**src/logic/esb_defines.svh**
```systemverilog
`ifndef ESB_DEFINES_SVH
`define ESB_DEFINES_SVH
`define ESB_ISB_POS 24
`define ESB_HI_MSB 26
`define ESB_HI_LSB 25
`define ESB_LO_MSB 15
`define ESB_LO_LSB 10
`define ESB_REG_MSB 15
`define ESB_REG_LSB 12
`define ESB_CONT_ZERO_MSB 11
`define ESB_CONT_ZERO_LSB 10
`define ESB_MASK 32'h0700fc00
`define ESB_ISB_RST 1'b1
`define ESB_STATE_RST 8'h00
`endif

```
**src/logic/esb_pkg.sv**
```systemverilog
package esb_pkg;
  typedef enum logic [2:0] {
    ESB_VIEW_FULL,
    ESB_VIEW_EXEC,
    ESB_VIEW_EXEC_INT,
    ESB_VIEW_APP_EXEC,
    ESB_VIEW_APP_INT,
    ESB_VIEW_APP,
    ESB_VIEW_INT
  } esb_view_e;
  typedef enum logic [1:0] {
    ESB_ST_RUN,
    ESB_ST_FAULT,
    ESB_ST_LOCKUP
  } esb_run_e;
endpackage

```
**src/logic/esb_cond_check.sv**
```systemverilog
`timescale 1ns/1ps
`default_nettype none
// condition check for one block instruction against the block state
module esb_cond_check
  import esb_pkg::*;
(
  // block state
  input wire logic [7:0] state_in,
  // condition of the issuing instruction
  input wire logic [3:0] cond_in,
  // result
  output logic match_out
);
  // upper three bits are the base; bit 4 selects base or inverse
  always_comb
  begin
    match_out = (cond_in[3:1] == state_in[7:5]) &&
                (cond_in[0] == state_in[4]);
  end
endmodule
`default_nettype wire

```
**src/logic/esb_exec_state.sv**
```systemverilog
`timescale 1ns/1ps
`default_nettype none
`include "esb_defines.svh"
module esb_exec_state
  import esb_pkg::*;
#(
  // field and register-number widths; only the status-word layout is served
  parameter int unsigned FIELD_W = 8,
  parameter int unsigned REG_NUM_W = 4
)
(
  // clock and reset
  input wire logic clk_sys_in,
  input wire logic sys_rst_in,
  // reset vector value, bit 0 is sampled
  input wire logic [31:0] rst_vector_in,
  // exception entry
  input wire logic exc_entry_in,
  input wire logic [31:0] exc_vector_in,
  // exception return
  input wire logic exc_return_in,
  input wire logic [31:0] stacked_status_word_in,
  // register branches and pop into pc
  input wire logic branch_via_register_in,
  input wire logic branch_link_via_register_in,
  input wire logic pop_into_program_counter_in,
  input wire logic [31:0] branch_target_in,
  // conditional-block prefix: 8-bit state from the 16-bit opcode
  input wire logic conditional_block_prefix_in,
  input wire logic [7:0] cond_block_state_in,
  // instruction retire
  input wire logic instr_issue_in,
  input wire logic instr_done_in,
  input wire logic [3:0] instr_cond_in,
  // multi-register transfer
  input wire logic multi_interrupt_in,
  input wire logic [3:0] multi_next_reg_in,
  input wire logic multi_resume_in,
  // status-word reads and writes
  input wire logic status_rd_in,
  input wire esb_pkg::esb_view_e status_view_in,
  input wire logic status_direct_in,
  input wire logic status_wr_in,
  input wire logic [31:0] status_wdata_in,
  // outputs
  output logic [31:0] status_rdata_out,
  output logic isb_out,
  output logic [3:0] resume_reg_out,
  output logic resume_valid_out,
  output logic cond_pass_out,
  output logic in_block_out,
  output logic fault_out,
  output logic lockup_out
);
  import esb_pkg::*;

  // the split field and register number are fixed by the status-word layout
  if (FIELD_W != 8)
  begin : g_bad_field_w
    $error("field width must be 8");
  end
  if (REG_NUM_W != 4)
  begin : g_bad_reg_num_w
    $error("register number width must be 4");
  end

  ////////////////////////////////////////////////////////////////////////
  logic isb_r, isb_nxt;
  logic [FIELD_W-1:0] state_r, state_nxt;
  logic cont_r, cont_nxt;
  esb_run_e run_r, run_nxt;
  logic [31:0] rdata_r, rdata_nxt;
  logic [REG_NUM_W-1:0] resume_reg_r, resume_reg_nxt;
  logic resume_valid_r, resume_valid_nxt;
  logic pass_r, pass_nxt;
  logic in_block_r, in_block_nxt;
  logic fault_r, fault_nxt;
  logic lockup_r, lockup_nxt;
  logic match;
  logic [31:0] field_word;
  logic [31:0] exec_word;
  logic show;

  esb_cond_check u_cond
  (
    .state_in(state_r),
    .cond_in(instr_cond_in),
    .match_out(match)
  );

  ////////////////////////////////////////////////////////////////////////
  // instruction-set state bit; status writes never touch it
  always_comb
  begin
    isb_nxt = isb_r;
    if (exc_entry_in)
      isb_nxt = exc_vector_in[0];
    else if (exc_return_in)
      isb_nxt = stacked_status_word_in[`ESB_ISB_POS];
    else if (branch_via_register_in || branch_link_via_register_in ||
             pop_into_program_counter_in)
      isb_nxt = branch_target_in[0];
  end

  // reset vector bit 0 is captured by the clocked reset branch
  always_ff @(posedge clk_sys_in)
  begin
    if (sys_rst_in)
      isb_r <= rst_vector_in[0] & `ESB_ISB_RST;
    else
      isb_r <= isb_nxt;
  end

  ////////////////////////////////////////////////////////////////////////
  // split field: cont_r marks continuation content, else block content
  always_comb
  begin
    state_nxt = state_r;
    cont_nxt = cont_r;
    resume_reg_nxt = resume_reg_r;
    resume_valid_nxt = 1'b0;
    if (exc_entry_in)
    begin
      if (multi_interrupt_in)
      begin
        state_nxt = {2'h0, multi_next_reg_in, 2'h0};
        cont_nxt = 1'b1;
      end
    end
    else if (exc_return_in)
    begin
      state_nxt = {stacked_status_word_in[`ESB_HI_MSB:`ESB_HI_LSB],
                   stacked_status_word_in[`ESB_LO_MSB:`ESB_LO_LSB]};
      cont_nxt = (stacked_status_word_in[`ESB_HI_MSB:`ESB_HI_LSB] == 2'h0)
                 && (stacked_status_word_in[`ESB_CONT_ZERO_MSB:
                                            `ESB_CONT_ZERO_LSB] == 2'h0)
                 && (stacked_status_word_in[`ESB_REG_MSB:`ESB_REG_LSB]
                     != 4'h0);
    end
    else if (cont_r && multi_resume_in)
    begin
      resume_reg_nxt = state_r[5:2];
      resume_valid_nxt = 1'b1;
      state_nxt = `ESB_STATE_RST;
      cont_nxt = 1'b0;
    end
    else if (conditional_block_prefix_in)
    begin
      state_nxt = cond_block_state_in;
      cont_nxt = 1'b0;
    end
    else if (!cont_r && instr_done_in && state_r[3:0] != 4'h0)
    begin
      // shift mask; when only the stop bit remains the block is over
      if (state_r[2:0] == 3'h0)
        state_nxt = `ESB_STATE_RST;
      else
        state_nxt = {state_r[7:5], state_r[3:0], 1'b0};
    end
  end

  always_ff @(posedge clk_sys_in)
  begin
    if (sys_rst_in)
    begin
      state_r <= `ESB_STATE_RST;
      cont_r <= 1'b0;
      resume_reg_r <= 4'h0;
      resume_valid_r <= 1'b0;
    end
    else
    begin
      state_r <= state_nxt;
      cont_r <= cont_nxt;
      resume_reg_r <= resume_reg_nxt;
      resume_valid_r <= resume_valid_nxt;
    end
  end

  ////////////////////////////////////////////////////////////////////////
  // execution: clear bit faults; an exception entry with vector bit 0 clear while faulted locks up
  always_comb
  begin
    run_nxt = run_r;
    pass_nxt = 1'b0;
    case (run_r)
      ESB_ST_RUN:
      begin
        if (instr_issue_in && !isb_r)
          run_nxt = ESB_ST_FAULT;
        else if (instr_issue_in)
          pass_nxt = (cont_r || state_r[3:0] == 4'h0) ? 1'b1 : match;
      end
      ESB_ST_FAULT:
      begin
        if (exc_entry_in && !exc_vector_in[0])
          run_nxt = ESB_ST_LOCKUP;
        else if (exc_entry_in || exc_return_in)
          run_nxt = ESB_ST_RUN;
      end
      ESB_ST_LOCKUP:
        run_nxt = ESB_ST_LOCKUP;
      default:
        run_nxt = ESB_ST_RUN;
    endcase
  end

  always_ff @(posedge clk_sys_in)
  begin
    if (sys_rst_in)
    begin
      run_r <= ESB_ST_RUN;
      pass_r <= 1'b0;
    end
    else
    begin
      run_r <= run_nxt;
      pass_r <= pass_nxt;
    end
  end

  ////////////////////////////////////////////////////////////////////////
  // flags come from the next state so every output leaves a flip-flop
  // with the timing a decode of the current state would have
  always_comb
  begin
    in_block_nxt = !cont_nxt && (state_nxt[3:0] != 4'h0);
    fault_nxt = (run_nxt == ESB_ST_FAULT);
    lockup_nxt = (run_nxt == ESB_ST_LOCKUP);
  end

  always_ff @(posedge clk_sys_in)
  begin
    if (sys_rst_in)
    begin
      in_block_r <= 1'b0;
      fault_r <= 1'b0;
      lockup_r <= 1'b0;
    end
    else
    begin
      in_block_r <= in_block_nxt;
      fault_r <= fault_nxt;
      lockup_r <= lockup_nxt;
    end
  end

  ////////////////////////////////////////////////////////////////////////
  // read port: reserved bits always zero, writes to these bits ignored
  // each status bit takes a field bit, the state bit, or a reserved zero
  for (genvar i = 0; i < 32; i++)
  begin : g_place
    if (i >= `ESB_LO_LSB && i <= `ESB_LO_MSB)
    begin : g_lo
      assign field_word[i] = state_r[i - `ESB_LO_LSB];
    end
    else if (i >= `ESB_HI_LSB && i <= `ESB_HI_MSB)
    begin : g_hi
      assign field_word[i] = state_r[i - `ESB_HI_LSB + 6];
    end
    else if (i == `ESB_ISB_POS)
    begin : g_isb
      assign field_word[i] = isb_r;
    end
    else
    begin : g_rsv
      assign field_word[i] = 1'b0;
    end
  end

  always_comb
  begin
    exec_word = field_word;
    show = (status_view_in == ESB_VIEW_FULL) ||
           (status_view_in == ESB_VIEW_EXEC);
    rdata_nxt = rdata_r;
    if (status_rd_in)
      rdata_nxt = (show && !status_direct_in) ? exec_word
                                              : 32'h00000000;
  end

  always_ff @(posedge clk_sys_in)
  begin
    if (sys_rst_in)
      rdata_r <= 32'h00000000;
    else
      rdata_r <= rdata_nxt;
  end

  // status_wr_in and data are accepted and dropped: the bits are read-only
  logic unused_wr;
  assign unused_wr = status_wr_in ^ (^status_wdata_in);

  assign status_rdata_out = rdata_r;
  assign isb_out = isb_r;
  assign resume_reg_out = resume_reg_r;
  assign resume_valid_out = resume_valid_r;
  assign cond_pass_out = pass_r;
  assign in_block_out = in_block_r;
  assign fault_out = fault_r;
  assign lockup_out = lockup_r;
endmodule
`default_nettype wire

```
**config.mk**
```make
export PLATFORM = sky130hd
export DESIGN_NAME = esb_exec_state
export DESIGN_NICKNAME = d
export VERILOG_FILES = /design/src/logic/esb_pkg.sv /design/src/logic/esb_cond_check.sv /design/src/logic/esb_exec_state.sv
export VERILOG_INCLUDE_DIRS = /design/src /design/src/logic
export SDC_FILE = /design/constraint.sdc
export NUM_CORES = 1
export LEC_CHECK = 0
export BUFFER_PORTS_ARGS = -buffer_cell sky130_fd_sc_hd__buf_2
export CELL_PAD_IN_SITES_DETAIL_PLACEMENT = 0
export CELL_PAD_IN_SITES_GLOBAL_PLACEMENT = 1
export CORE_ASPECT_RATIO = 1.25
export CORE_MARGIN = 2
export CORE_UTILIZATION = 18
export CTS_BUF_LIST = sky130_fd_sc_hd__clkbuf_2
export DETAILED_ROUTE_END_ITERATION = 12
export PLACE_DENSITY_LB_ADDON = 0.05
export SETUP_SLACK_MARGIN = 0.3
export SYNTH_ARGS = -nofsm -noshare
export SYNTH_HDL_FRONTEND = slang
export SYNTH_SLANG_ARGS = --single-unit
```
**constraint.sdc**
```tcl
create_clock -name clk_sys_in -period 2.05 [get_ports clk_sys_in]
set_input_delay 0.1025 -clock clk_sys_in [delete_from_list [all_inputs] [get_ports clk_sys_in]]
set_output_delay 0.1025 -clock clk_sys_in [all_outputs]
set_load 0.05 [all_outputs]
```
==> flow_summary.yaml, run 1 <==
outcome:
  status: "completed"
drt:
  viasPerCell: 4.05
  wl_met2_um: 2230
  vias: 1554
  drc: 0
  highest_layer: "met4"
  dr.pass1.iters: 4
  route.met3.wl_um: 456
  wl_met1_um: 2550
  drtIter0Drc: 51
  wirelength_um: 5330
  wire_per_inst_um: 13.9
  postRouteAntennaNets: 0
worst_setup_path:
  required_ns: 2.28
  cp_max_fo: 8
  r2r_slack_ns: 0.42
  cp.arrival_ns: 1.86
  rr_endpoint: "in_block_out"
  rr_startpoint: "cont_r"
  endpoint_kind: "register"
  path_class: "reg2reg"
  critPathLaunchType: "register"
  r2r_cells: 6
clock_tree:
  clk_path_buf_depth: 2
  cts.sinks: 30
  cts_root_buf: "clkbuf_2"
  cts_setup_buffers: 0
  cts_tree: "yes"
  clk_latency_ns: 0.36
  htree_levels: 2
  cts_buffers: 5
  clk_pin_slew_ns: 0.16
yosys:
  synth-edff-count: 1
  yosysMostFrequentCell: "dfxtp_1"
  syn_area_per_cell_um2: 8.46
  ys_top_cells_by_area: "dfxtp_1, buf_4, a21oi_1"
  synth_top_area_frac: 0.354
  synth_area_mm2: 0.00164
  yosys.area.top_type: "dfxtp_1"
  ys_top_cells_by_count: "dfxtp_1, a21oi_1, buf_4"
  yosys_warnings: 0
  yosys.cell_types.count: 46
  async_flop_share: 0
  syn_inst: 194
  synth_flop_cell: "dfxtp_1"
  yosysSeqAreaShare: 0.372
  synth-seq-cells: 30
die:
  die_x_um: 89.4
  core_mm2: 0.00880
  io-pin-count: 236
  die_y_um: 111
  num_rows: 38
  initial_core_util: 0.187
  dieArea_mm2: 0.00990
cells_and_area:
  drive_gt1_frac: 0.319
  areaGrowthSynthToFinish_pct: 27.6
  finalNonFillerCells: 384
  design_area_mm2: 0.00209
  fin_nets: 456
  fillers: 1013
placement:
  dpl_cell_area_mm2: 0.00201
  dpl.hpwl_um: 4020
  dp.cells: 372
  numPortBuffers: 62
  place_congestion: 0.707
global_route:
  grt_pass1_wl_um: 8380
  grt_pass1_vias: 1558
  gr-total-overflow: 0
  grt_max_degree: 32
  grtUsageTotal: 0.111
  antenna_found_initial: 1
sta:
  fin_crit_ns: 1.63
  fmax_mhz: 613
  clock_skew_ns: 0.0101
  hold_violations: 0
  rsz0062_at_grt: "no"
  slew_violations: 0
  tightest_slew_ns: 0.635
  setup-tns-final_ns: 0
  fin_crit_sh: 0.795
  slew_headroom: 0.577
  setup_viol: 0
hold_path:
  min_from: "branch_link_via_register_in"
  min_path_cells: 3
  worstHoldEndpoint: "isb_out"
  min_path_type: "in2reg"
power:
  p_leak_nw: 0.926
  ir_drop_mv: 0.181
  powerDensity_mw_per_mm2: 601
flow_run:
  drv_cap: 0
report_power, final:
| group | switching [W] | total, W | internal [W] |
|---|---|---|---|
| Combinational | 0.000233 | 0.000334 | 0.000100 |
| Clock | 0.000220 | 0.000293 | 0.0000730 |
| Sequential | 0.0000235 | 0.000632 | 0.000609 |
| Total | 0.000477 | 0.00126 | 0.000782 |
worst max-delay path by stage:
| stage | from | end | slack, ns |
|---|---|---|---|
| 6_report | cont_r | in_block_out | 0.42 |
| 5_1_grt | cont_r | state_r[4] | 0.31 |
| 4_1_cts | cont_r | state_r[4] | 0.38 |
| 3_5_place_dp | cont_r | state_r[4] | 0.24 |
| 3_3_place_gp | cont_r | in_block_out | 0.22 |
| 2_1_floorplan | cont_r | in_block_out | 0.61 |
placed cells by master, fill, tap and decap left out, types with 2 or more instances in the layout:
cell type      synthesis  final
buf_4                 24      5
nor3b_1                2      2
mux2_2                 2      2
mux2i_1                6      6
a211oi_1               2      2
conb_1                 1     23
a21oi_1               25     25
nor2_1                21     21
nor4_1                 2      2
nand2_1                9      9
nand3_1                4      4
buf_2                  1     62
dfxtp_1               29     28
o31a_1                 2      2
nor2b_1               12     12
xor2_1                 4      4
nor3_1                 7      7
a31oi_1                2      2
nand3b_1               4      4
o21ai_0                3      3
and3_2                 2      2
nand2b_1               2      2
clkinv_1               0      3
dlygate4sd3_1          0      3
clkbuf_2               0      5
routing by layer:
layer	track usage	vias to the layer above
li1	-	776
met1	0.155	695
met2	0.161	77
met3	0.0298	6
met4	0.0418	0
met5	0	-
critical path, cell delays in order, from the launching register on:
cell	delay, ns
dfxtp_2	0.47
a211oi_2	0.09
buf_4	0.16
and4bb_2	0.21
a211oi_1	0.31
and2_1	0.17
a311oi_1	0.09
per-stage QoR:
stage	hold WS (ns)	power, W	setup WS (ns)	util
detailed placement	0.384	0.000973	0.242	0.228
finish	0.0300	0.00126	0.420	0.238
global placement	0.393	0.000977	0.217	0.228
floorplan	0.264	0.000900	0.609	-
global route	0.0118	0.00135	0.314	0.238
CTS	0.000709	0.00129	0.377	0.235
state kept, by name, indices dropped and copies added, names as in the netlist:
| signal | cells |
|---|---|
| cond_pass_out | 1 |
| cont_r | 1 |
| fault_out | 1 |
| in_block_out | 1 |
| isb_out | 1 |
| lockup_out | 1 |
| resume_reg_out | 4 |
| resume_valid_out | 1 |
| run_r | 2 |
| state_r | 8 |
| status_rdata_out | 9 |
cells by family after synthesis:
| logic type | Yosys count | share of synthesized area |
|---|---|---|
| simple gates | 72 | 0.241 |
| compound gates | 47 | 0.180 |
| flops | 30 | 0.372 |
| mux | 8 | 0.0503 |
| buf+inv | 32 | 0.133 |
| other cells | 1 | 0.00228 |
| xor+xnor | 4 | 0.0213 |
timing repair:
item	in CTS	in global routing
resized for setup	2	2
hold buffers	2	1
pin swaps	0	0
endpoints found under the setup margin	2	2
endpoints found under the hold margin	2	1
final cells by class:
cell class / instances / area [um^2] / share of cell area
Multi-Input combinational cell: 154 / 912 / 0.435
Sequential cell: 30 / 612 / 0.292
Timing Repair Buffer: 70 / 378 / 0.180
Tap cell: 120 / 150 / 0.0717
Clock buffer: 5 / 25.0 / 0.0119
Clock inverter: 3 / 11.3 / 0.00538
Inverter: 1 / 3.75 / 0.00179
Antenna cell: 1 / 2.50 / 0.00119
(Power assumes the default switching activity.)
==> run 2: changes to the inputs <==
Settings changed: CORE_UTILIZATION 18 to 17.
Clock period 2.05 ns to 1.4 ns, I/O delays scaled along.
==> run 2 against run 1 <==
  * The flow now finishes with violations (setup timing)
  * Non-clock buffer count is 34 higher
  * Hold slack better by 0.0092 ns
  * Sequential share of layout area down 5.5 points
  * Combinational power grew 94%
  * Fmax rose by 12%
  * Register-to-register slack got worse by 0.47 ns
  * Global-route usage is 0.10 points higher
  * Count of clock-buffer cells in the layout did not move
  * Utilization up 3.8 points
  * Critical path depth shrank 1
  * Clock skew grew 0.010 ns
  * Largest cell class unchanged
  * Largest power group unchanged
==> flow_summary.yaml, run 2 (same netlist as run 1, synthesis figures left out) <==
drt:
  dr.pass1.iters: 4
  wire_per_inst_um: 13.7
  vias: 1668
  postRouteAntennaNets: 0
  viasPerCell: 3.94
  drc: 0
  wirelength_um: 5820
  drtIter0Drc: 40
worst_setup_path:
  r2r_slack_ns: -0.05
  crit_slowest_cell: "dfxtp_4"
  critPathLaunchType: "register"
  endpoint_kind: "register"
  crit_buf_inv: 0
  slowest_delay_ns: 0.41
  cp_max_fo: 6
  cp.arrival_ns: 1.71
  required_ns: 1.66
  crit_family: "simple AND/OR/NAND/NOR gates"
  path_class: "reg2reg"
  path_cells: "nor2b_4, and4bb_2, a211oi_2, and2_1, a311oi_1"
cells_and_area:
  finalNonFillerCells: 423
  design_area_mm2: 0.00263
  drive_gt1_frac: 0.471
  layout_common_cells: "buf_2, buf_4, conb_1"
  areaGrowthSynthToFinish_pct: 60.0
  fin_nets: 490
  fillers: 1082
  diodes: 0
  largest_register_ffs: 9
  final_common_cell: "buf_2"
placement:
  dpl.hpwl_um: 4630
  dp.cells: 401
  dpl_cell_area_mm2: 0.00222
  place_congestion: 0.703
  numPortBuffers: 62
  pre_cts_slack_ns: -0.0926
power:
  clkPwrFrac: 0.340
  powerDensity_mw_per_mm2: 910
  p_comb_frac: 0.271
  p_sw_frac: 0.319
  ir_drop_mv: 0.327
  p_sw_w: 0.000763
  power_frac_seq: 0.389
  p_leak_nw: 1.15
  p_int_w: 0.00163
sta:
  whs_ns: 0.0393
  fin_crit_sh: 1.04
  rsz0062_at_grt: "yes"
  fin_crit_ns: 1.45
  worst_slack_ns: -0.0534
  hold_violations: 0
  fmax_mhz: 688
  clock_skew_ns: 0.0205
  slew_violations: 0
  setup_viol: 2
  setup-tns-final_ns: -0.0601
clock_tree:
  clk_path_buf_depth: 2
  cts_buffers: 5
  cts_tree: "yes"
  clk_latency_ns: 0.38
  htree_levels: 2
  cts.sinks: 30
  clk_pin_slew_ns: 0.19
  cts_root_buf: "clkbuf_2"
global_route:
  gr-total-overflow: 0
  grt_pass1_wl_um: 8830
  grtUsageTotal: 0.112
  grt_pass1_vias: 1663
  grt_max_degree: 19
  antenna_found_initial: 0
die:
  die_x_um: 91.9
  num_rows: 40
  initial_core_util: 0.173
  io-pin-count: 236
  die_y_um: 114
  dieArea_mm2: 0.0105
  core_mm2: 0.00951
outcome:
  status: "finished, violations left"
  violations: "setup timing"
hold_path:
  min_path_type: "in2reg"
flow_run:
  drv_cap: 0
==> run 2: changes by cell type in the layout (fill, tap and decap cells not counted), sizes merged <==
cell	change
buf	+27
dlygate4sd3	+5
clkbuf	+2
clkinv	-2
bufinv	+2
diode	-1
==> run 2: power groups by stage <==
stage	Sequential (W)	Combinational (W)	Clock (W)
after CTS	0.000927	0.000619	0.000859
after global placement	0.000946	0.000561	0
after global routing	0.000935	0.000698	0.000898
after detailed placement	0.000945	0.000558	0
after floorplan	0.000980	0.000348	0
final	0.000929	0.000648	0.000813
==> run 2: worst paths after layout <==
kind,cells past startpoint,endpoint,start
setup / recovery,5,in_block_out,cont_r
hold reg to reg,2,resume_reg_out[1],resume_reg_out[1]
setup reg to reg,5,in_block_out,cont_r
hold / removal,3,state_r[5],multi_next_reg_in[3]
==> run 2: cell type report <==
class	instances	area, um^2	area share
Clock buffer	5	25.0	0.00953
Clock inverter	3	63.8	0.0243
Tap cell	126	158	0.0600
Timing Repair Buffer	104	721	0.274
Sequential cell	30	623	0.237
Multi-Input combinational cell	154	1030	0.393
Inverter	1	3.75	0.00143
==> run 2: tightest hold or removal path, delay by kind of cell <==
family	cells	cell delay, ns
buffers and inverters	1	0.09
AOI/OAI and AO/OA	2	0.24
==> run 2: per-layer routing <==
layer	vias up	track usage	share of wire
met4	0	0.0388	0.015
met2	65	0.196	0.49
met3	5	0.0218	0.057
li1	846	-	-
met1	752	0.138	0.43
met5	-	0	0
==> run 2: through the flow <==
step	utilization	power, W
final	0.276	0.00239
after global routing	0.276	0.00253
after CTS	0.265	0.00241
after detailed placement	0.234	0.00150
after global placement	0.234	0.00151
after floorplan	-	0.00133
==> run 2: what timing repair did <==
| action | in CTS | in global routing |
|---|---|---|
| resized for setup | 30 | 28 |
| hold buffers | 8 | 0 |
| pin swaps | 8 | 9 |
| hold endpoints to repair | 6 | 0 |
| setup buffers | 3 | 3 |
| setup endpoints to repair | 27 | 24 |
